## src/rtl/onm_pkg.sv

```systemverilog
package onm_pkg;

   // Clock and application loop timing.
   localparam int unsigned CLK_HZ = 40_000_000;
   localparam int unsigned LOOP_TIME_MS = 1000;
   localparam int unsigned LOOP_CYCLES_DFLT = (CLK_HZ / 1000) * LOOP_TIME_MS;
   localparam int unsigned LOOP_CNT_W = 26;

   // Message header bytes.
   localparam logic [7:0] HDR0_COMMAND = 8'h8A;
   localparam logic [7:0] HDR1_COMMAND = 8'hEA;
   localparam logic [7:0] HDR2_COMMAND = 8'h10;
   localparam logic [7:0] HDR1_FROM_PLATFORM = 8'hEB;
   localparam logic [3:0] TYPE_LOAD_OR_REPORT = 4'hA;
   localparam logic [3:0] TYPE_REQUEST = 4'hB;
   localparam logic [7:0] STATE_OFF_BYTE = 8'h20;
   localparam logic [7:0] STATE_ON_BYTE = 8'hA0;
   localparam logic [7:0] CODE_CHANGE_NOW = 8'h82;
   localparam logic [7:0] CODE_LOW_PRESS = 8'h83;
   localparam logic [7:0] PAYLOAD_DONT_CARE = 8'h00;
   localparam int unsigned HDR0_PRIO_LSB = 4;
   localparam int unsigned STATE_BIT_POS = 7;

   // Payload byte field positions; only the zero value is supported.
   localparam int unsigned PERIOD_LSB = 5;
   localparam int unsigned DUTY_LSB = 3;
   localparam int unsigned CRIT_LSB = 0;

   // Controller registers on APB, byte addresses.
   localparam logic [7:0] REG_CTRL = 8'h00;
   localparam logic [7:0] REG_STATUS = 8'h04;
   localparam logic [7:0] REG_LAST_REPORT = 8'h08;
   localparam int unsigned CTRL_RUN_BIT = 0;
   localparam int unsigned CTRL_SWITCH_BIT = 1;
   localparam int unsigned CTRL_HOLD_LSB = 8;
   localparam logic [31:0] CTRL_WRITE_MASK = 32'h0000_FF03;
   localparam logic [31:0] CTRL_RESET = 32'h0000_0000;

   // Pin vector positions of the synchronised engine inputs.
   localparam int unsigned PIN_W = 5;
   localparam int unsigned PIN_OIL_LIFE = 0;
   localparam int unsigned PIN_RUNNING = 1;
   localparam int unsigned PIN_FAULT = 2;
   localparam int unsigned PIN_SENSOR_LOW = 3;
   localparam int unsigned PIN_SWITCH_LOW = 4;

endpackage

```

## src/rtl/onm_sync.sv

```systemverilog
// Two-stage synchroniser for a vector of asynchronous pins.
module onm_sync
   import onm_pkg::*;
#(
   parameter int unsigned WIDTH = 1
)
(
   input wire logic ref_clk_in,
   input wire logic rst_n_in,
   input wire logic [WIDTH-1:0] async_in,
   output logic [WIDTH-1:0] sync_out
);

   typedef struct packed {
      logic [WIDTH-1:0] meta;
      logic [WIDTH-1:0] stable;
   } onm_sync_t;

   onm_sync_t st;
   onm_sync_t next_st;

   // The first stage feeds only the second stage.
   always_comb
   begin
      next_st.meta = async_in;
      next_st.stable = st.meta;
   end

   always_ff @(posedge ref_clk_in or negedge rst_n_in)
   begin
      if (!rst_n_in)
         st <= '0;
      else
         st <= next_st;
   end

   assign sync_out = st.stable;

endmodule

```

## src/rtl/onm_press_qual.sv

```systemverilog
// Qualifies a raw low-pressure level into a notification state.
module onm_press_qual
   import onm_pkg::*;
(
   input wire logic ref_clk_in,
   input wire logic rst_n_in,
   input wire logic tick_in,
   input wire logic low_in,
   input wire logic running_in,
   input wire logic fault_in,
   input wire logic [7:0] hold_ticks_in,
   output logic qualified_out
);

   typedef struct packed {
      logic [7:0] cnt;
      logic qual;
   } onm_qual_t;

   onm_qual_t st;
   onm_qual_t next_st;

   // A fault or a stopped engine restarts the count, so no stale low survives.
   always_comb
   begin
      next_st = st;
      if (tick_in)
      begin
         if (running_in && !fault_in && low_in)
         begin
            if (st.cnt >= hold_ticks_in)
               next_st.qual = 1'b1;
            else
               next_st.cnt = st.cnt + 8'd1;
         end
         else
         begin
            next_st.cnt = 8'd0;
            next_st.qual = 1'b0;
         end
      end
   end

   always_ff @(posedge ref_clk_in or negedge rst_n_in)
   begin
      if (!rst_n_in)
         st <= '0;
      else
         st <= next_st;
   end

   assign qualified_out = st.qual;
endmodule

```

## src/rtl/onm_engine_ctrl.sv

```systemverilog
// The register offsets and the APB interface to the registers are this design's own decisions.
module onm_engine_ctrl
   import onm_pkg::*;
#(
   parameter int unsigned LOOP_CYCLES = LOOP_CYCLES_DFLT
)
(
   input wire logic ref_clk_in,
   input wire logic rst_n_in,
   input wire logic psel_in,
   input wire logic penable_in,
   input wire logic pwrite_in,
   input wire logic [7:0] paddr_in,
   input wire logic [31:0] pwdata_in,
   output logic [31:0] prdata_out,
   output logic pready_out,
   output logic pslverr_out,
   input wire logic oil_life_reached_in,
   input wire logic engine_running_in,
   input wire logic press_fault_in,
   input wire logic press_sensor_low_in,
   input wire logic press_switch_low_in,
   output logic tx_valid_out,
   input wire logic tx_ready_in,
   output logic [7:0] tx_hdr0_out,
   output logic [7:0] tx_hdr1_out,
   output logic [7:0] tx_hdr2_out,
   output logic [7:0] tx_hdr3_out,
   output logic [7:0] tx_hdr4_out,
   output logic [7:0] tx_payload_byte_out,
   input wire logic rx_valid_in,
   input wire logic [7:0] rx_hdr0_in,
   input wire logic [7:0] rx_hdr1_in,
   input wire logic [7:0] rx_hdr2_in,
   input wire logic [7:0] rx_hdr3_in,
   input wire logic [7:0] rx_hdr4_in,
   input wire logic [7:0] rx_payload_byte_in
);

   localparam logic [LOOP_CNT_W-1:0] LOOP_LAST = LOOP_CNT_W'(LOOP_CYCLES - 1);

   typedef struct packed {
      logic [LOOP_CNT_W-1:0] loop_cnt;
      logic tick;
      logic [31:0] ctrl;
      logic [1:0] state;
      logic [1:0] pend;
      logic [1:0] ack;
      logic tx_valid;
      logic [7:0] tx_hdr3;
      logic [7:0] tx_hdr4;
      logic [7:0] disc;
      logic [31:0] last_rpt;
      logic [31:0] rdata;
      logic slverr;
   } onm_main_t;

   onm_main_t st;
   onm_main_t next_st;
   logic [PIN_W-1:0] pins;
   logic lp_qual;
   logic run;
   logic rx_ok;
   logic rx_idx;
   logic is_request;
   logic is_report;
   logic [31:0] status_word;

   ////////////////////////////////////////////////////////////////////////////
   // Engine-side inputs come from pins, so they are synchronised first.
   onm_sync #(
      .WIDTH(PIN_W)
   ) u_sync (
      .ref_clk_in(ref_clk_in),
      .rst_n_in(rst_n_in),
      .async_in({press_switch_low_in, press_sensor_low_in, press_fault_in,
                 engine_running_in, oil_life_reached_in}),
      .sync_out(pins)
   );

   // The source select lets one controller serve both sensor and switch engines.
   onm_press_qual u_qual (
      .ref_clk_in(ref_clk_in),
      .rst_n_in(rst_n_in),
      .tick_in(st.tick),
      .low_in(st.ctrl[CTRL_SWITCH_BIT] ? pins[PIN_SWITCH_LOW]
                                       : pins[PIN_SENSOR_LOW]),
      .running_in(pins[PIN_RUNNING]),
      .fault_in(pins[PIN_FAULT]),
      .hold_ticks_in(st.ctrl[CTRL_HOLD_LSB +: 8]),
      .qualified_out(lp_qual)
   );

   ////////////////////////////////////////////////////////////////////////////
   // Receive decode of the notification codes handled here.
   always_comb
   begin
      run = st.ctrl[CTRL_RUN_BIT];
      rx_ok = (rx_hdr4_in == CODE_CHANGE_NOW) || (rx_hdr4_in == CODE_LOW_PRESS);
      rx_idx = (rx_hdr4_in == CODE_LOW_PRESS);
      is_request = (rx_hdr0_in[3:0] == TYPE_REQUEST) && (rx_hdr1_in == HDR1_FROM_PLATFORM)
                   && (rx_hdr3_in == STATE_OFF_BYTE);
      is_report = (rx_hdr0_in[3:0] == TYPE_LOAD_OR_REPORT)
                  && (rx_hdr1_in == HDR1_FROM_PLATFORM);
      // Status word: discard count in bits 15:8, then transmit, pending, ack and state
      // pairs below it; bit 7 is spare and reads as zero.
      status_word = {16'h0000, st.disc, 1'b0, st.tx_valid, st.pend, st.ack, st.state};
   end

   ////////////////////////////////////////////////////////////////////////////
   // Next-state logic: loop timer, evaluation, receive, transmit and APB.
   always_comb
   begin
      logic [1:0] eval;
      logic [1:0] set_pend;
      logic [1:0] clr_pend;
      logic [1:0] set_ack;
      logic [1:0] clr_ack;
      logic tx_idx;
      eval = st.state;
      set_pend = 2'b00;
      clr_pend = 2'b00;
      set_ack = 2'b00;
      clr_ack = 2'b00;
      tx_idx = 1'b0;
      next_st = st;
      next_st.tick = 1'b0;
      // Free-running one-second application loop.
      if (st.loop_cnt == LOOP_LAST)
      begin
         next_st.loop_cnt = '0;
         next_st.tick = 1'b1;
      end
      else
         next_st.loop_cnt = st.loop_cnt + LOOP_CNT_W'(1);
      // Evaluation once per loop; a changed state queues a command.
      if (st.tick && run)
      begin
         eval[0] = pins[PIN_OIL_LIFE];
         eval[1] = lp_qual;
         set_pend = eval ^ st.state;
         next_st.state = eval;
      end
      // Messages from the platform are acted on only in Run mode.
      if (rx_valid_in && run)
      begin
         if (rx_hdr0_in[HDR0_PRIO_LSB])
         begin
            if (st.disc != 8'hFF)
               next_st.disc = st.disc + 8'd1;
         end
         else if (rx_ok && is_request)
            set_pend[rx_idx] = 1'b1;
         else if (rx_ok && is_report)
         begin
            next_st.last_rpt = {rx_hdr0_in, rx_hdr2_in, rx_hdr3_in, rx_hdr4_in};
            // Receipt of the latest command is all that is checked.
            if (rx_hdr3_in[STATE_BIT_POS] == st.state[rx_idx])
               set_ack[rx_idx] = 1'b1;
         end
      end
      // Transmit one command at a time; change-now wins a tie.
      // Header bytes are registered with the valid, so they hold while the network stalls.
      if (st.tx_valid && tx_ready_in)
         next_st.tx_valid = 1'b0;
      else if (!st.tx_valid && run && (|st.pend))
      begin
         tx_idx = !st.pend[0];
         clr_pend[tx_idx] = 1'b1;
         clr_ack[tx_idx] = 1'b1;
         next_st.tx_valid = 1'b1;
         next_st.tx_hdr3 = st.state[tx_idx] ? STATE_ON_BYTE : STATE_OFF_BYTE;
         next_st.tx_hdr4 = tx_idx ? CODE_LOW_PRESS : CODE_CHANGE_NOW;
      end
      // A set arriving with a clear wins, so no change is ever dropped.
      next_st.pend = (st.pend & ~clr_pend) | set_pend;
      next_st.ack = (st.ack & ~clr_ack) | set_ack;
      // APB read data is captured in the setup cycle.
      if (psel_in && !penable_in)
      begin
         next_st.slverr = 1'b0;
         unique case (paddr_in)
            REG_CTRL: next_st.rdata = st.ctrl;
            REG_STATUS: next_st.rdata = status_word;
            REG_LAST_REPORT: next_st.rdata = st.last_rpt;
            default:
            begin
               next_st.rdata = 32'h0000_0000;
               next_st.slverr = 1'b1;
            end
         endcase
      end
      // The write lands at the access edge; unmapped control bits are masked to zero.
      if (psel_in && penable_in && pwrite_in && (paddr_in == REG_CTRL))
         next_st.ctrl = pwdata_in & CTRL_WRITE_MASK;
   end

   always_ff @(posedge ref_clk_in or negedge rst_n_in)
   begin
      if (!rst_n_in)
      begin
         st <= '0;
      end
      else
         st <= next_st;
   end

   ////////////////////////////////////////////////////////////////////////////
   // Outputs; fixed header bytes and the zero payload are constants.
   assign pready_out = psel_in && penable_in;
   assign prdata_out = st.rdata;
   assign pslverr_out = psel_in && penable_in && st.slverr;
   assign tx_valid_out = st.tx_valid;
   assign tx_hdr0_out = HDR0_COMMAND;
   assign tx_hdr1_out = HDR1_COMMAND;
   assign tx_hdr2_out = HDR2_COMMAND;
   assign tx_hdr3_out = st.tx_hdr3;
   assign tx_hdr4_out = st.tx_hdr4;
   assign tx_payload_byte_out = PAYLOAD_DONT_CARE;
endmodule

```

## config.mk

```make
export PLATFORM = sky130hd
export DESIGN_NAME = onm_engine_ctrl
export DESIGN_NICKNAME = d
export VERILOG_FILES = /design/src/rtl/onm_pkg.sv /design/src/rtl/onm_sync.sv /design/src/rtl/onm_press_qual.sv /design/src/rtl/onm_engine_ctrl.sv
export SDC_FILE = /design/constraint.sdc
export NUM_CORES = 1
export LEC_CHECK = 0
export ABC_AREA = 1
export BUFFER_PORTS_ARGS = -buffer_cell sky130_fd_sc_hd__clkbuf_2
export CORE_ASPECT_RATIO = 0.6
export CORE_MARGIN = 2
export CORE_UTILIZATION = 54
export DETAILED_ROUTE_END_ITERATION = 10
export HOLD_SLACK_MARGIN = 0.06
export PLACE_DENSITY = 0.91
export SLEW_MARGIN = 20
export SYNTH_ARGS = -nofsm -noshare
export SYNTH_HDL_FRONTEND = slang
export SYNTH_SLANG_ARGS = --single-unit
```

## constraint.sdc

```tcl
create_clock -name ref_clk_in -period 1.9 [get_ports ref_clk_in]
set_input_delay 0.19 -clock ref_clk_in [delete_from_list [all_inputs] [get_ports ref_clk_in]]
set_output_delay 0.19 -clock ref_clk_in [all_outputs]
set_load 0.01 [all_outputs]
```

==> metrics, run 1 <==
# setup viols final=0; Die Wd=roughly 150 um; Area Growth Syn to Fin=18.20%; antenna cells=0; Rows=33; number of max-cap violations=0; total track usage=27.52%; CP endpoint kind=register; worst skew pair latency=between 0.4 and 0.5 ns; clk_skew=just under 0.009 ns; Port Buffers=roughly 110; CORE AREA=around 0.014 sq mm; Hold Path Sink=run; final hold viol count=0; Clock Tree Buf Depth=2; HP Start=pwdata_in[0]; Reg2Reg Setup Slack=0.17 ns; dpl cells=around 1200; largest net degree at the start of global routing=73; Post-Syn Instances=930; setup TNS=0 ns; vias in the first global route=6361; Top Ports=around 180; Root Driver=clkbuf_16; Post-synth EDFFs=0; Num CTS Buffers=17; drt drc=0; area share of the largest cell type after synthesis=around 47%; Antenna Nets Post-Route=0; VDD IR max=between 0.0006 and 0.0007 V; CTS clk-pin slew, worst paths=about 0.060 ns; largest cells by area after synthesis=dfrtp_1 (47%), nand2_1 (14%), buf_4 (8.4%), inv_1 (5.6%), nor2_1 (4.2%); CTS tree=done; Critical Path Start Type=register; async set-or-reset flop fraction in the synthesized netlist=100.0%; FF+latch count, synth=137; Crit Path Category=register to register; final net count=1163; post-route clock period utilization=91.02%; worst hold path type=input pin to register; Main synth FF type=dfrtp_1; Die Y-Extent=between 90 and 100 um; P_leak=4.753 nW; CP required=~2.2 ns; Vias/cell=between 5 and 6; Post-Syn Area=0.007370 sq mm; CTS resizes=0; Mean Syn Cell Area=~7.9 sq um; DRT Wirelength=between 15000 and 20000 um; share of layout cells above drive strength 1=17.46%; Worst R2R Start=st[107]; drt first pass iters=5; HPWL Detailed=between 10000 and 15000 um; first-pass GRT wire length=around 31000 um; GP Congestion=roughly 0.94; CP arrival=2.03 ns; GRT Residual Overflow=0; Initial Util=between 50 and 60%; Avg WL per Cell=~15 um; sequential-to-total area share from yosys stat=46.52%; Synth cell types=39; Via Count=6434; Power Dens Cells=around 800 mW/mm^2; initial DRC count=roughly 660; total die area=between 0.01 and 0.015 sq mm; fmax=578.3 MHz; Sink Count=137; Ys Warns=0; initial antenna violation count=0; Yosys top cell by area=dfrtp_1; htree depth=4; Post-Layout Cell Count=1240; Final Max Slew Viols=0; min Tclk post-route=~1.7 ns; RSZ-0062 raised after global routing=no; Reg2Reg Depth=11; worst hold path depth=3; outcome=complete, no violations; Max FO, Critical Path=7; Reg-to-Reg End=u_qual.st[6]
==> metrics by stage <==
| stage | hold WS [ns] | power [mW] | utilization (%) | worst slack [ns] | instance area, sq um |
|---|---|---|---|---|---|
| floorplan | -0.1056 | 3.359 | - | 0.3333 | 7527 |
| global placement | 0.09196 | 3.469 | 57.59 | 0.3019 | 7776 |
| detailed placement | 0.09124 | 3.486 | 57.59 | 0.2340 | 7776 |
| CTS | 0.06503 | 6.982 | 64.52 | 0.1853 | 8711 |
| global route | 0.09068 | 7.180 | 64.52 | 0.04346 | 8711 |
| finish | 0.07394 | 6.958 | 64.52 | 0.1707 | 8711 |
==> registers in the layout, indices dropped and copies added, names as in the netlist <==
register              flops
st                       82
u_qual.qualified_out      1
u_qual.st                 8
u_sync.next_st            5
run                       1
prdata_out               31
tx_hdr4_out               2
tx_hdr3_out               1
tx_valid_out              1
u_sync.sync_out           5
==> what timing repair did <==
action	4_1_cts	5_1_grt
endpoints found under the setup margin	0	0
hold buffers	32	0
endpoints found under the hold margin	168	0
setup buffers	0	0
==> worst max path at each step <==
stage | start | end | slack (ns)
after global routing | st[107] | u_qual.st[6] | 0.04
after floorplan | u_qual.st[4] | u_qual.st[1] | 0.33
after detailed placement | u_qual.st[1] | u_qual.st[4] | 0.23
after global placement | st[105] | u_qual.st[6] | 0.30
final | st[107] | u_qual.st[6] | 0.17
after CTS | st[107] | u_qual.st[6] | 0.19
==> power breakdown <==
group	internal, mW	total [mW]	leakage [nW]	switching (mW)
combinational	0.184	0.472	2.69	0.288
clock	2.10	3.46	0.291	1.36
sequential	2.98	3.03	1.78	0.0494
total	5.26	6.96	4.75	1.70
==> area by class of cell <==
| type | count | area (sq um) |
|---|---|---|
| well taps | 175 | 219.0 |
| fillers | 1074 | 4791 |
| flip-flops and latches | 137 | 3428 |
| multi-input cells | 621 | 2968 |
| repair buffers | 160 | 1042 |
| inverters | 115 | 439.2 |
| clock inverters | 14 | 185.2 |
| clock buffers | 18 | 429.2 |
==> worst max-delay path, stage by stage, from the launching register on <==
cell	delay [ns]
dfrtp_1	0.38
inv_1	0.06
ha_1	0.31
nand2_1	0.09
nor2_1	0.05
nor2_1	0.07
nand2_1	0.08
nand2_1	0.10
nand3_1	0.13
buf_4	0.20
nand3_1	0.07
nand2_1	0.07
==> synth_stat cells (2+ instances only) <==
master / count
nand2_1: 275
dfrtp_1: 137
inv_1: 110
buf_4: 82
nor2_1: 82
nand3_1: 58
o21ai_0: 40
xor2_1: 21
nand4_1: 16
nor3_1: 12
ha_1: 11
buf_2: 10
a21oi_1: 9
o21ai_1: 9
xnor2_1: 8
clkbuf_1: 7
o31ai_1: 5
nand2_2: 4
nor3_2: 4
inv_2: 3
nand2_4: 3
conb_1: 2
nand3_2: 2
nor2_2: 2
nor2_8: 2
nor3_4: 2
nor3b_1: 2
==> metal layers <==
metal	vias to the layer above	track usage (%)	part of all wire [%]
li1	3021	-	-
met1	3044	37.54	44
met2	337	43.82	45
met3	32	7.664	9.7
met4	0	7.562	1.6
met5	-	0	0
==> kinds of logic after synthesis <==
group / after synthesis / share of synthesized area, %
DFF: 137 / 46.52
xor gates and xnor gates: 29 / 3.447
and+or+nand+nor: 469 / 27.76
other: 2 / 0.1019
AOI/OAI and AO/OA: 68 / 4.958
buffers and inverters: 214 / 15.35
adders and majority gates: 11 / 1.868
==> cells in the final DEF (no fill, tap or decap), drive strengths merged <==
cell type | synthesis | routed
clkinv | 1 | 2
nand2 | 282 | 282
a31oi | 1 | 1
a211oi | 1 | 1
inv | 114 | 121
dlygate4sd3 | 0 | 32
or2 | 2 | 2
buf | 92 | 21
clkbuf | 7 | 125
nor3 | 18 | 18
dfrtp | 137 | 137
and3 | 1 | 1
nor2 | 87 | 87
o31ai | 5 | 5
bufinv | 0 | 3
ha | 11 | 11
nand4 | 16 | 16
conb | 2 | 44
a21boi | 1 | 1
nor4 | 1 | 1
o21ai | 50 | 50
nand3 | 60 | 60
xor2 | 21 | 21
clkinvlp | 0 | 3
a21o | 1 | 1
a21oi | 9 | 9
nor3b | 2 | 2
xnor2 | 8 | 8
Power figures use the tool's default switching activity.
==> inputs of run 2 (changes only) <==
ABC_AREA = default   (was 1)
CORE_UTILIZATION = 53   (was 54)
SKIP_LAST_GASP = 1   (was default)
==> metrics, run 2 <==
Synth cell types=54; CTS tree=done; max reg flops=~80; Area Growth Syn to Fin=25.22%; most frequent cell after synthesis=dfrtp_1; Power Dens Cells=between 800 and 900 mW/mm^2; GP Congestion=just under 0.9; Via Count=between 5000 and 6000; htree depth=4; VDD IR max=between 0.0005 and 0.0006 V; most frequent cells after synthesis=dfrtp_1 (137), buf_4 (80), nand2_1 (51), nor2_1 (27), xnor2_1 (25); final hold viol count=0; outcome=finished, violations left; Die Y-Extent=around 91 um; Vias/cell=between 5 and 6; Port Buffers=roughly 110; Max FO, Critical Path=6; DRT Wirelength=16470 um; sequential-to-total area share from yosys stat=51.33%; # setup viols final=9; Main synth FF type=dfrtp_1; Rows=31; largest cells by area after synthesis=dfrtp_1 (51%), buf_4 (9.0%), mux2_4 (3.8%), xnor2_1 (3.3%), nand2_1 (2.9%); initial antenna violation count=0; Antenna Nets Post-Route=0; final net count=873; CP arrival=2.33 ns; final worst slack=-0.1393 ns; CP required=between 2 and 2.5 ns; Mean Syn Cell Area=10.97 sq um; fmax=slightly below 500 MHz; Avg WL per Cell=17.52 um; initial DRC count=between 400 and 500; Num CTS Buffers=17; Initial Util=about 55%; Yosys top cell by area=dfrtp_1; Ys Warns=0; Sink Count=roughly 140; worst skew pair latency=~0.42 ns; Post-synth EDFFs=0; largest net degree at the start of global routing=between 50 and 60; drt first pass iters=5; post-route clock period utilization=107.3%; commonest non-fill, non-tap cell in the layout=dfrtp_1; P_leak=around 4.2 nW; Top reg by flops=st; Crit Path Category=register to register; FF+latch count, synth=roughly 140; clk_skew=about 0.0063 ns; HPWL Detailed=10570 um; vias in the first global route=5137; setup TNS=-0.8957 ns; Clock Tree Buf Depth=2; CP endpoint kind=register; failing checks=negative setup slack; Root Driver=clkbuf_16; CORE AREA=about 0.012 sq mm; area share of the largest cell type after synthesis=between 50% and 60%; Post-Layout Cell Count=940; total die area=0.01355 sq mm; GRT Residual Overflow=0; Post-Syn Area=approximately 0.0067 sq mm; first-pass GRT wire length=26390 um; Die Wd=around 150 um; total track usage=between 20 and 30%; number of max-cap violations=0; antenna cells=0; Top Ports=approximately 180; async set-or-reset flop fraction in the synthesized netlist=100.0%; CTS clk-pin slew, worst paths=0.06 ns; pre-CTS WS=-0.2535 ns; drt drc=0; Post-Syn Instances=609; dpl cells=approximately 860; share of layout cells above drive strength 1=approximately 30%; most frequent cells in the layout=dfrtp_1 (137), clkbuf_2 (107), nand2_1 (51); Final Max Slew Viols=0; worst hold path type=input pin to register; min Tclk post-route=between 2 and 2.5 ns; RSZ-0062 raised after global routing=yes; Critical Path Start Type=register
run 2: changes by cell type in the layout (fill, tap and decap cells not counted), moves of 11 or more:
cell,before,now
inv_1,110,16
a22oi_1,0,11
nor2_1,82,27
mux2_4,0,17
buf_4,18,42
nand3_1,58,16
and2_1,0,13
nand2_1,275,51
a22o_1,0,20
xnor2_1,8,24
o21ai_0,40,17
run 2: timing repair:
item                                    4_1_cts  5_1_grt
endpoints found under the setup margin       26       29
hold buffers                                 36        0
endpoints found under the hold margin        84        0
resized for setup                            11        7
pin swaps                                    11        3
setup buffers                                 5        4
run 2: path summary, 6_finish.rpt:
kind,from,to,slack [ns],depth (start not counted)
worst max-delay path,u_qual.st[7],u_qual.st[5],-0.14,8
max in group asynchronous,rst_n_in,st[69],0.99,3
worst min register to register,u_sync.next_st[1],u_sync.sync_out[1],0.35,0
min in group asynchronous,rst_n_in,st[106],0.29,2
worst min-delay path,rx_hdr3_in[7],st[48],0.10,2
worst max register to register,u_qual.st[7],u_qual.st[5],-0.14,8
run 2: report_power, final:
group          internal (mW)  switching (mW)
Combinational          0.178           0.242
Clock                   2.09            1.35
Sequential              2.96          0.0397
Total                   5.23            1.64
run 2: kinds of logic after synthesis:
kind of cell	Yosys count	share of synthesized area, %
buffers and inverters	119	11.65
XOR/XNOR	36	4.721
multiplexers	31	6.070
other	2	0.1124
AND/OR/NAND/NOR	184	14.69
adder cells (fa/ha/maj)	11	2.061
flip-flops	137	51.33
AO/OA/AOI/OAI	89	9.367
run 2: stage by stage:
stage / hold WS (ns) / util (%) / power (mW) / cell area (sq um)
after floorplan: -0.1056 / - / 3.277 / 6853
after global placement: 0.1667 / 59.38 / 3.385 / 7232
after detailed placement: 0.1730 / 59.38 / 3.393 / 7232
after CTS: 0.08462 / 68.11 / 6.886 / 8295
after global routing: 0.1103 / 68.67 / 7.087 / 8363
final: 0.1037 / 68.67 / 6.864 / 8363
run 2: cell type report:
cell class,instances,area [sq um]
clock buffer,17,425.4
clock inverter,15,187.7
fill,836,3816
inverter,19,71.32
multi-input combinational,395,2728
sequential,137,3428
tap,165,206.4
timing repair buffer,192,1316
run 2: critical path, cell delays in order, from the launching register on:
cell and delay [ns]:
dfrtp_1 0.44, ha_4 0.30, and3_4 0.17, buf_4 0.10, o211a_4 0.18, a21oi_4 0.07, buf_6 0.14, and4_1 0.19
a311o_1 0.33
run 2: routing by layer:
layer,up-vias,share of wire [%],track usage (%)
li1,2314,-,-
met1,2495,45,34.75
met2,236,46,38.94
met3,32,7.6,6.432
met4,0,2.1,8.651
met5,-,0,0
